## config.mk

```make
export PLATFORM = sky130hd
export DESIGN_NAME = osgh_handler
export DESIGN_NICKNAME = d
export VERILOG_FILES = /design/src/osgh_pkg.sv /design/src/osgh_handler.sv
export SDC_FILE = /design/constraint.sdc
export NUM_CORES = 1
export LEC_CHECK = 0
export ABC_AREA = 1
export BUFFER_PORTS_ARGS = -buffer_cell sky130_fd_sc_hd__buf_4
export CORE_MARGIN = 5
export CORE_UTILIZATION = 30
export DETAILED_ROUTE_END_ITERATION = 6
export PLACE_DENSITY = 0.5
export SYNTH_ARGS = -nofsm -noshare
export SYNTH_HDL_FRONTEND = slang
export SYNTH_SLANG_ARGS = --single-unit
```

## constraint.sdc

```tcl
create_clock -name sys_clk_in -period 3.1 [get_ports sys_clk_in]
set_clock_uncertainty 0.2 [all_clocks]
set_input_delay 0.775 -clock sys_clk_in [delete_from_list [all_inputs] [get_ports sys_clk_in]]
set_output_delay 0.775 -clock sys_clk_in [all_outputs]
set_load 0.02 [all_outputs]
```

## src/osgh_pkg.sv

```systemverilog
package osgh_pkg;
    // Command codes and result codes
    localparam logic [7:0]  OPC_SET_STATES      = 8'h39;
    localparam logic [7:0]  OPC_READ_STATES     = 8'h3A;
    localparam logic [7:0]  RC_SUCCESS          = 8'h00;
    localparam logic [7:0]  RC_ERROR            = 8'h01;
    localparam logic [7:0]  RC_INVALID_DATA     = 8'h02;
    localparam logic [7:0]  RC_INVALID_LENGTH   = 8'h03;
    localparam logic [7:0]  RC_UNSUPPORTED_CMD  = 8'h05;
    localparam logic [7:0]  RC_UNKNOWN_HANDLE   = 8'h80;
    // Change request flag values
    localparam logic [7:0]  FLAG_LEAVE_UNCHANGED = 8'h00;
    localparam logic [7:0]  FLAG_APPLY_REQUEST   = 8'h01;
    // Operational conditions of one output
    localparam logic [7:0]  COND_UPDATE_PENDING_A    = 8'h00;
    localparam logic [7:0]  COND_NO_UPDATE_PENDING_B = 8'h01;
    localparam logic [7:0]  COND_DISABLED            = 8'h02; // [RULE13]
    localparam logic [7:0]  COND_UNAVAILABLE         = 8'h03;
    // Reserved handles and group limits
    localparam logic [15:0] HANDLE_RSV_LOW  = 16'h0000;
    localparam logic [15:0] HANDLE_RSV_HIGH = 16'hFFFF;
    localparam logic [3:0]  GROUP_MIN       = 4'h1;
    localparam logic [3:0]  GROUP_MAX       = 4'h8;
    localparam logic [1:0]  FIELD_LAST      = 2'h2;

    typedef enum logic [3:0] {
        S_IDLE  = 4'b0000,
        S_HLO   = 4'b0001,
        S_HHI   = 4'b0011,
        S_CNT   = 4'b0010,
        S_FLAG  = 4'b0110,
        S_VAL   = 4'b0111,
        S_SKIP  = 4'b0101,
        S_RESP  = 4'b0100,
        S_DRAIN = 4'b1100
    } osgh_fsm_type;

    typedef struct packed {
        logic       valid;
        logic       last;
        logic [7:0] data;
    } osgh_byte_type;

    typedef struct packed {
        osgh_fsm_type     st;
        logic             req_ready;
        logic             is_set;
        logic             bad_opc;
        logic [15:0]      handle;
        logic [3:0]       cnt;
        logic [2:0]       pos;
        logic [1:0]       fld;
        logic [1:0]       phase;
        logic [7:0]       rc;
        logic [7:0]       stg_req;
        logic [7:0][7:0]  stg_val;
        logic [7:0][7:0]  cur;
        osgh_byte_type    resp;
    } osgh_state_type;
endpackage

```

## src/osgh_handler.sv

```systemverilog
`timescale 1ns/100ps
// Summary of operation
// (RULE1) Leave-unchanged flag keeps output state
// (RULE2) Apply-request flag drives output to value
// (RULE3) State value is eight bits, set-defined
// (RULE4) Requester sends handle, never reserved values
// (RULE5) Response starts with result code
// (RULE6) Then group count one to eight
// (RULE7) Then condition, pending, current per output
// (RULE8) Pending shows requested or present state
// (RULE9) Pending Unknown unless an enabled condition
// (RULE10) Current shows state, Unknown unless enabled
// (RULE11) Requester ignores fields unless enabled
// (RULE12) First record field is output condition
// (RULE13) Disabled condition encodes as two
// (RULE14) Records ordered from position zero upward
module osgh_handler #(
    parameter logic [15:0] OUR_HANDLE    = 16'h0001,
    parameter logic [3:0]  GROUP_COUNT   = 4'h8,
    parameter logic [7:0]  UNKNOWN_STATE = 8'h00
) (
    input  wire logic                  sys_clk_in,
    input  wire logic                  reset_n_in,
    input  wire osgh_pkg::osgh_byte_type req_in,
    output      logic                  req_ready_out,
    output      osgh_pkg::osgh_byte_type resp_out,
    input  wire logic                  resp_ready_in,
    input  wire logic [7:0][7:0]       op_cond_in,
    output      logic [7:0][7:0]       state_out
);
    osgh_pkg::osgh_state_type s_r;
    osgh_pkg::osgh_state_type s_nxt;
    logic                     take;
    logic                     commit;
    logic [7:0]               cond;
    logic                     enabled;

    assign take = req_in.valid && s_r.req_ready;
    // Condition of the output whose record is being sent
    assign cond    = op_cond_in[s_r.pos];
    assign enabled = (cond == osgh_pkg::COND_UPDATE_PENDING_A) ||
                     (cond == osgh_pkg::COND_NO_UPDATE_PENDING_B);

    // Parser, commit and response sequencer
    always_comb begin
        s_nxt  = s_r;
        commit = 1'b0;
        case (s_r.st)
            osgh_pkg::S_IDLE: begin
                s_nxt.rc = osgh_pkg::RC_SUCCESS;
                if (take) begin
                    s_nxt.is_set  = (req_in.data == osgh_pkg::OPC_SET_STATES);
                    s_nxt.bad_opc = (req_in.data != osgh_pkg::OPC_SET_STATES) &&
                                    (req_in.data != osgh_pkg::OPC_READ_STATES);
                    s_nxt.stg_req = '0;
                    s_nxt.pos     = '0;
                    s_nxt.st      = osgh_pkg::S_HLO;
                    if (req_in.last) begin
                        s_nxt.rc = osgh_pkg::RC_INVALID_LENGTH;
                        s_nxt.st = osgh_pkg::S_RESP;
                    end
                end
            end
            osgh_pkg::S_HLO: begin
                if (take) begin
                    s_nxt.handle[7:0] = req_in.data;
                    s_nxt.st          = osgh_pkg::S_HHI;
                    if (req_in.last) begin
                        s_nxt.rc = osgh_pkg::RC_INVALID_LENGTH;
                        s_nxt.st = osgh_pkg::S_RESP;
                    end
                end
            end
            osgh_pkg::S_HHI: begin
                if (take) begin
                    s_nxt.handle[15:8] = req_in.data;
                    s_nxt.st           = s_r.is_set ? osgh_pkg::S_CNT : osgh_pkg::S_SKIP;
                    // Read carries only the handle [RULE4]
                    if (req_in.last) begin
                        s_nxt.st = osgh_pkg::S_RESP;
                        if (s_r.is_set)
                            s_nxt.rc = osgh_pkg::RC_INVALID_LENGTH;
                    end else if (!s_r.is_set) begin
                        s_nxt.rc = osgh_pkg::RC_INVALID_LENGTH;
                    end
                end
            end
            osgh_pkg::S_CNT: begin
                if (take) begin
                    s_nxt.cnt = req_in.data[3:0];
                    s_nxt.st  = osgh_pkg::S_FLAG;
                    if (req_in.data < {4'h0, osgh_pkg::GROUP_MIN} ||
                        req_in.data > {4'h0, GROUP_COUNT}) begin
                        s_nxt.rc = osgh_pkg::RC_INVALID_DATA;
                        s_nxt.st = osgh_pkg::S_SKIP;
                    end
                    if (req_in.last) begin
                        s_nxt.rc = osgh_pkg::RC_INVALID_LENGTH;
                        s_nxt.st = osgh_pkg::S_RESP;
                    end
                end
            end
            osgh_pkg::S_FLAG: begin
                if (take) begin
                    // Only the apply value stages a change [RULE1] [RULE2]
                    s_nxt.stg_req[s_r.pos] = (req_in.data == osgh_pkg::FLAG_APPLY_REQUEST);
                    s_nxt.st               = osgh_pkg::S_VAL;
                    if (req_in.data != osgh_pkg::FLAG_APPLY_REQUEST &&
                        req_in.data != osgh_pkg::FLAG_LEAVE_UNCHANGED) begin
                        s_nxt.rc = osgh_pkg::RC_INVALID_DATA;
                        s_nxt.st = osgh_pkg::S_SKIP;
                    end
                    if (req_in.last) begin
                        s_nxt.rc = osgh_pkg::RC_INVALID_LENGTH;
                        s_nxt.st = osgh_pkg::S_RESP;
                    end
                end
            end
            osgh_pkg::S_VAL: begin
                if (take) begin
                    // Value taken as is; its coding belongs to the output's state set [RULE3]
                    s_nxt.stg_val[s_r.pos] = req_in.data;
                    s_nxt.pos              = s_r.pos + 3'd1;
                    s_nxt.st               = osgh_pkg::S_FLAG;
                    // Records arrive from position zero upward [RULE14]
                    if ({1'b0, s_r.pos} == s_r.cnt - 4'd1) begin
                        s_nxt.st = osgh_pkg::S_SKIP;
                        if (req_in.last)
                            s_nxt.st = osgh_pkg::S_RESP;
                        else
                            s_nxt.rc = osgh_pkg::RC_INVALID_LENGTH;
                    end else if (req_in.last) begin
                        s_nxt.rc = osgh_pkg::RC_INVALID_LENGTH;
                        s_nxt.st = osgh_pkg::S_RESP;
                    end
                end
            end
            osgh_pkg::S_SKIP: begin
                // Surplus bytes are drained up to the last one
                if (take && req_in.last)
                    s_nxt.st = osgh_pkg::S_RESP;
            end
            osgh_pkg::S_RESP: begin
                // Result priority: command, handle, then parse result [RULE5]
                if (s_r.phase == 2'd0) begin
                    if (s_r.bad_opc)
                        s_nxt.rc = osgh_pkg::RC_UNSUPPORTED_CMD;
                    else if (s_r.handle != OUR_HANDLE || s_r.handle == osgh_pkg::HANDLE_RSV_LOW ||
                             s_r.handle == osgh_pkg::HANDLE_RSV_HIGH)
                        s_nxt.rc = osgh_pkg::RC_UNKNOWN_HANDLE;
                    s_nxt.phase = 2'd1;
                    s_nxt.pos   = '0;
                    s_nxt.fld   = '0;
                end else if (!s_r.resp.valid || resp_ready_in) begin
                    s_nxt.resp.valid = 1'b1;
                    s_nxt.resp.last  = 1'b0;
                    case (s_r.phase)
                        2'd1: begin
                            s_nxt.resp.data = s_r.rc;
                            s_nxt.phase     = 2'd2;
                            if (s_r.rc != osgh_pkg::RC_SUCCESS || s_r.is_set) begin
                                s_nxt.resp.last = 1'b1;
                                s_nxt.st        = osgh_pkg::S_DRAIN;
                                commit          = s_r.is_set && s_r.rc == osgh_pkg::RC_SUCCESS;
                            end
                        end
                        2'd2: begin
                            s_nxt.resp.data = {4'h0, GROUP_COUNT}; // [RULE6]
                            s_nxt.phase     = 2'd3;
                        end
                        default: begin
                            // Condition, pending, current per output [RULE7] [RULE12]
                            case (s_r.fld)
                                2'd0: s_nxt.resp.data = cond;
                                // Pending and current report Unknown outside enabled [RULE8] [RULE9] [RULE10]
                                default: s_nxt.resp.data = enabled ? s_r.cur[s_r.pos] : UNKNOWN_STATE;
                            endcase
                            s_nxt.fld = s_r.fld + 2'd1;
                            if (s_r.fld == osgh_pkg::FIELD_LAST) begin
                                s_nxt.fld = '0;
                                s_nxt.pos = s_r.pos + 3'd1; // [RULE14]
                                if ({1'b0, s_r.pos} == GROUP_COUNT - 4'd1) begin
                                    s_nxt.resp.last = 1'b1;
                                    s_nxt.st        = osgh_pkg::S_DRAIN;
                                end
                            end
                        end
                    endcase
                end
            end
            osgh_pkg::S_DRAIN: begin
                if (resp_ready_in) begin
                    s_nxt.resp  = '0;
                    s_nxt.phase = 2'd0;
                    s_nxt.st    = osgh_pkg::S_IDLE;
                end
            end
            default: s_nxt.st = osgh_pkg::S_IDLE;
        endcase
        // Staged records land together so a rejected request changes nothing
        if (commit) begin
            for (int i = 0; i < 8; i++) begin
                if (s_r.stg_req[i])
                    s_nxt.cur[i] = s_r.stg_val[i]; // [RULE2]
            end
        end
        s_nxt.req_ready = (s_nxt.st != osgh_pkg::S_RESP) && (s_nxt.st != osgh_pkg::S_DRAIN);
    end

    // State register
    always_ff @(posedge sys_clk_in or negedge reset_n_in) begin
        if (!reset_n_in) begin
            s_r <= '0;
        end else begin
            s_r <= s_nxt;
        end
    end

    assign req_ready_out = s_r.req_ready;
    assign resp_out      = s_r.resp;
    assign state_out     = s_r.cur;
endmodule

```

======== After elaboration in Yosys (flattened, before gate mapping) ========
Cells that the tools add are included.
storage, ports and cells
  register bits ........................... 188
  input port bits ......................... 77
  output and inout port bits .............. 75
  logic and storage cells ................. 213
cells by class
  add/subtract/negate cells ............... 3
  $lt $le $gt $ge ......................... 4
  equal/unequal tests ..................... 44
  mux-type cells .......................... 84
  reductions and logical operators ........ 47
operator list
  operator                count
  $mux W8                 22
  $bwmux W64              1
  $mux W4                 15
  $pmux W8 S7             1
  $bmux W8 S3             2
  $mux W10                4
  $pmux W4 S9             1
  $pmux W8 S2             2
  $ne A3 B3 Y1 const B    9
  $reduce_and A2 Y1       13
  $demux W8 S3            1
  $ne A2 B2 Y1 const B    10
  $pmux W10 S2            1
  $mux W3                 6
  $eq A16 B16 Y1 const B  1
  $eq A4 B3 Y1 const B    4
  $eq A8 B1 Y1 const B    2
  $logic_not A16 Y1       1
  $logic_not A8 Y1        2
  $mux W16                1
  $ne A16 B1 Y1 const B   1
  $ne A8 B6 Y1 const B    2
  $reduce_bool A8 Y1      2
  $mux W7                 2
  42 further kinds        76

======== Depth between registers and ports, before layout ========
  depth in word-level cells ............... 10
  mapped depth ............................ 17
  mapped depth without buffers ............ 16

======== Worst setup path before layout ========
Ideal clock, no wire load.
  path type ............................... input -> register
  from .................................... input req_in[9] in the netlist's numbering
  to ...................................... register s_r[141] in the netlist's numbering
  setup time .............................. 0.132 ns
  arrival ................................. 1.779 ns
  data required time ...................... 2.768 ns
  setup slack ............................. 0.989 ns
  cell stages on the path ................. 7
  buffers on the path ..................... 1
  cell sequence ........................... nand2_1 > inv_1 > nand2_1 > clkbuf_1 > o21bai_1 > o31ai_1 > nor2_1
between the ends
  word-level cells in the longest chain between the ends .. 3
  elaborated cells on any way between the ends .. 4
  classes of those cells .................. eq/ne (2); reduce/logical (2)
ends and longest elaborated chain
  element                                 line                 RTL
  from (decl)                             osgh_handler.sv:24   input wire osgh_pkg::osgh_byte_type req_in,
  $logic_and A1 B1 Y1 (*)                 osgh_handler.sv:38   assign take = req_in.valid && s_r.req_ready;
  $ne A2 B2 Y1 (no source line)           -
  $reduce_and A3 Y1 (no source line) (*)  -
  to (signal assigned)                    osgh_handler.sv:215  s_r <= s_nxt;
  to (decl)                               osgh_handler.sv:31   osgh_pkg::osgh_state_type s_r;
Every way passes the cells marked *; elsewhere a longest branch is shown, timed or not.
A chain may end at the register's enable or synchronous reset.

======== Worst setup path after layout ========
  from .................................... register s_r[185] in the netlist's numbering
  to ...................................... register s_r, in the netlist state_out[1]
between the ends
  word-level cells in the longest chain between the ends .. 3
ends and longest elaborated chain
  element                             line                RTL
  $eq A4 B3 Y1                        osgh_handler.sv:48  case (s_r.st)
  $mux W1                             osgh_handler.sv:48
  $reduce_and A2 Y1 (no source line)  -
Every way passes these cells.

==> impl_metrics.csv <==
group,metric,value,unit
run_status,run_status,"finished, final reports clean",
clock_tree,hold_buffers,0,
clock_tree,clockBufferDepth,2,
clock_tree,post_cts_buffers,0,
power_and_ir_drop,clkPwrFrac,27.5,%
power_and_ir_drop,pwr-share-seq,38.0,%
global_route,grt_max_degree,58,
global_route,grt_pass1_vias,8255,
routing,postRouteAntennaNets,0,
worst_setup_path,path_delay_family,"simple AND/OR/NAND/NOR gates",
floorplan,die_h,191,um
yosys,syn-cell-area,9810,um2
worst_setup_path,crit_path_start_kind,"register",
worst_setup_path,cp.arrival,2.87,ns
routing,first_pass_iters,5,
clock_tree,cts_inserted_buffers,17,
worst_setup_path,path_common_cell,"nor2_4",
power_and_ir_drop,p_int,4.71,mW
floorplan,coreArea,32400,um2
worst_setup_path,slowest_stage,"dfrtp_1",
sta,setup_violations,0,
routing,drcViolationCount,0,
sta,hold_viol,0,
sta,tightest_slew,0.764,ns
power_and_ir_drop,leakage,6.13,nW
worst_setup_path,ff2ff_path_depth,11,
routing,viasPerCell,4.78,
yosys,syn_inst,1268,
power_and_ir_drop,ir_drop,320,uV
sta,worst_slack,0.355,ns
layout,final_layout_size_suffix_gt1_share,18.5,%
sta,slew_viol_final,0,
power_and_ir_drop,powerDensity,678,nW/um2
placed_design,dp_hpwl,24.2,mm
layout,final_common_cell,"nand2_1",
yosys,synth_top_area_share,48.0,%
clock_tree,cts_sinks,188,
placed_design,io_buffer_count,151,
layout,most-common-layout-cells,"nand2_1, dfrtp_1, buf_4",
layout,diodes,0,
placed_design,gp_congestion,0.852,
floorplan,chipWidth,191,um
sta,fin_crit_sh,88.6,%
worst_setup_path,rrSetupSlack,0.35,ns
power_and_ir_drop,p_sw,3.13,mW
yosys,netlist_top_cells_area,"dfrtp_1, nand2_1, buf_4",
yosys,synth.net_count,1351,
routing,vias,8589,
yosys,ys_async_sr_fraction,100,%
yosys,ys_types,48,
routing,finalWirelength,32.6,mm
worst_setup_path,rr_startpoint,"s_r[185]",
global_route,grt_overflow,0,
sta,max_freq,0.364,GHz
floorplan,dieArea,36400,um2
routing,wl_per_cell,18.1,um
yosys,ys_seq_area_share,48.0,%
clock_tree,clk_latency,0.44,ns
placed_design,pre_cts_slack,0.391,ns
clock_tree,cts_resized,0,
global_route,grt_usage,17.9,%
worst_setup_path,cp-end-kind,"register",
yosys,synth-main-ff-cell,"dfrtp_1",
sta,setup_tns,0,ns
floorplan,rows,66,
yosys,synth_edf_count,0,
routing,drtIter0Drc,853,
floorplan,initial_core_util,30.3,%
layout,area_growth,17.9,%
worst_setup_path,worstPathCellList,"nor2_1 -> nand2_2 -> nor2_4 -> inv_2 -> nor2_4 -> inv_2 -> nor2_4 -> buf_4 -> nand2_4 -> nand2_1 -> nand2_1",
worst_setup_path,path_buf_inv,3,
worst_setup_path,cp_data_required_time,3.23,ns
sta,rsz0062_at_grt,"no",
yosys,ys_seq_elements,188,
clock_tree,clk_pin_slew_worst_paths,0.08,ns
worst_setup_path,criticalPathCategory,"register to register",
min_path,hp-class,"primary input to asynchronous set/reset pin",
run,cap_violations,0,
yosys,yosys_warnings,0,
power_and_ir_drop,switching_share,40.0,%
yosys,avgSynthCellArea,7.74,um2
clock_tree,tritoncts,"done",
worst_setup_path,reg2reg_to,"state_out[1]",
sta,layout_min_cycle_time,2.75,ns
worst_setup_path,max_stage_delay,0.45,ns
power_and_ir_drop,p_comb_share,34.5,%
floorplan,io_pins,152,
yosys,synth_top_cell_by_area,"dfrtp_1",
clock_tree,htree_levels,4,
global_route,grt_pass1_wl,50.1,mm
clock_tree,clockRootBuffer,"clkbuf_16",
layout,finalNetCount,1425,
global_route,antenna_found_initial,0,
sta,slew_headroom,48.6,%
layout,layout.core_utilization,35.7,%
worst_setup_path,path_max_fanout,21,
worst max path at each step:
stage | startpoint | to | slack (ns) | cells past startpoint
final | s_r[185] | state_out[1] | 0.35 | 11
after global routing | s_r[185] | state_out[2] | 0.17 | 11
after CTS | s_r[185] | state_out[1] | 0.37 | 11
after detailed placement | s_r[185] | state_out[1] | 0.39 | 11
after global placement | s_r[185] | state_out[41] | 0.40 | 11
after floorplan | req_in[9] | s_r[141] | 0.99 | 7
worst reg2reg max path: stages, from the launching register on:
cell and delay [ns]:
dfrtp_1 0.45, nor2_1 0.24, nand2_2 0.19, nor2_4 0.20, inv_2 0.07, nor2_4 0.11, inv_2 0.10, nor2_4 0.42
buf_4 0.39, nand2_4 0.13, nand2_1 0.09, nand2_1 0.06
cells by family after synthesis:
family	share of synthesized area, %
buffers and inverters	10.9
xor gates and xnor gates	0.268
DFF	48.0
AOI/OAI and AO/OA	10.8
and+or+nand+nor	29.3
adders and majority gates	0.765
metrics by stage:
stage	power, mW	std cells	hold slack [ns]	instance area [um2]
final	7.84	1797	0.104	11600
after global routing	8.40	1797	0.122	11600
after CTS	7.92	1797	0.104	11600
after detailed placement	5.73	1765	0.273	11000
after global placement	5.75	1765	0.266	11000
after floorplan	4.90	1268	0.250	9810
cell type report:
type / instances / area, um2
clock inverter: 14 / 148
inverter: 67 / 251
multi-input combinational: 882 / 4040
tap: 442 / 553
sequential: 188 / 4700
clock buffer: 18 / 429
timing repair buffer: 186 / 1440
fill: 3485 / 20800
synthesized netlist by cell type, types with 2 or more instances:
cell / number
nand2_1: 468
dfrtp_1: 188
o21ai_0: 103
nand3_1: 91
buf_4: 75
nor2_1: 74
inv_1: 56
clkbuf_1: 29
a21oi_1: 22
o22ai_1: 22
buf_2: 20
nor3_1: 16
o31ai_1: 12
inv_2: 10
nand4_1: 10
o21bai_1: 9
ha_1: 6
nand2_4: 6
buf_1: 5
nor4_1: 5
nor2_4: 4
nand2_2: 3
nor2_2: 3
o211ai_1: 3
o21ai_1: 2
o21ai_2: 2
or2_2: 2
xor2_1: 2
per-layer routing:
layer / track usage [%] / wire length [um] / vias up / part of all wire (%)
met5: 0 / 0 / - / 0
met4: 5.03 / 570 / 0 / 1.8
met3: 3.26 / 2120 / 32 / 6.5
met2: 27.9 / 14600 / 287 / 45
met1: 25.5 / 15300 / 4065 / 47
li1: - / - / 4205 / -
registers in the layout (all words and copies together) (netlist names):
signal,count
req_ready_out,1
resp_out,10
s_r,113
state_out,64
power by group through the flow:
stage	logic [mW]	registers (mW)	clock network, mW
after floorplan	2.01	2.89	0
after global placement	2.73	3.02	0
after detailed placement	2.71	3.02	0
after CTS	2.72	2.98	2.22
after global routing	3.07	3.02	2.31
final	2.71	2.98	2.15
No activity file was read; power rests on OpenSTA's default activity.
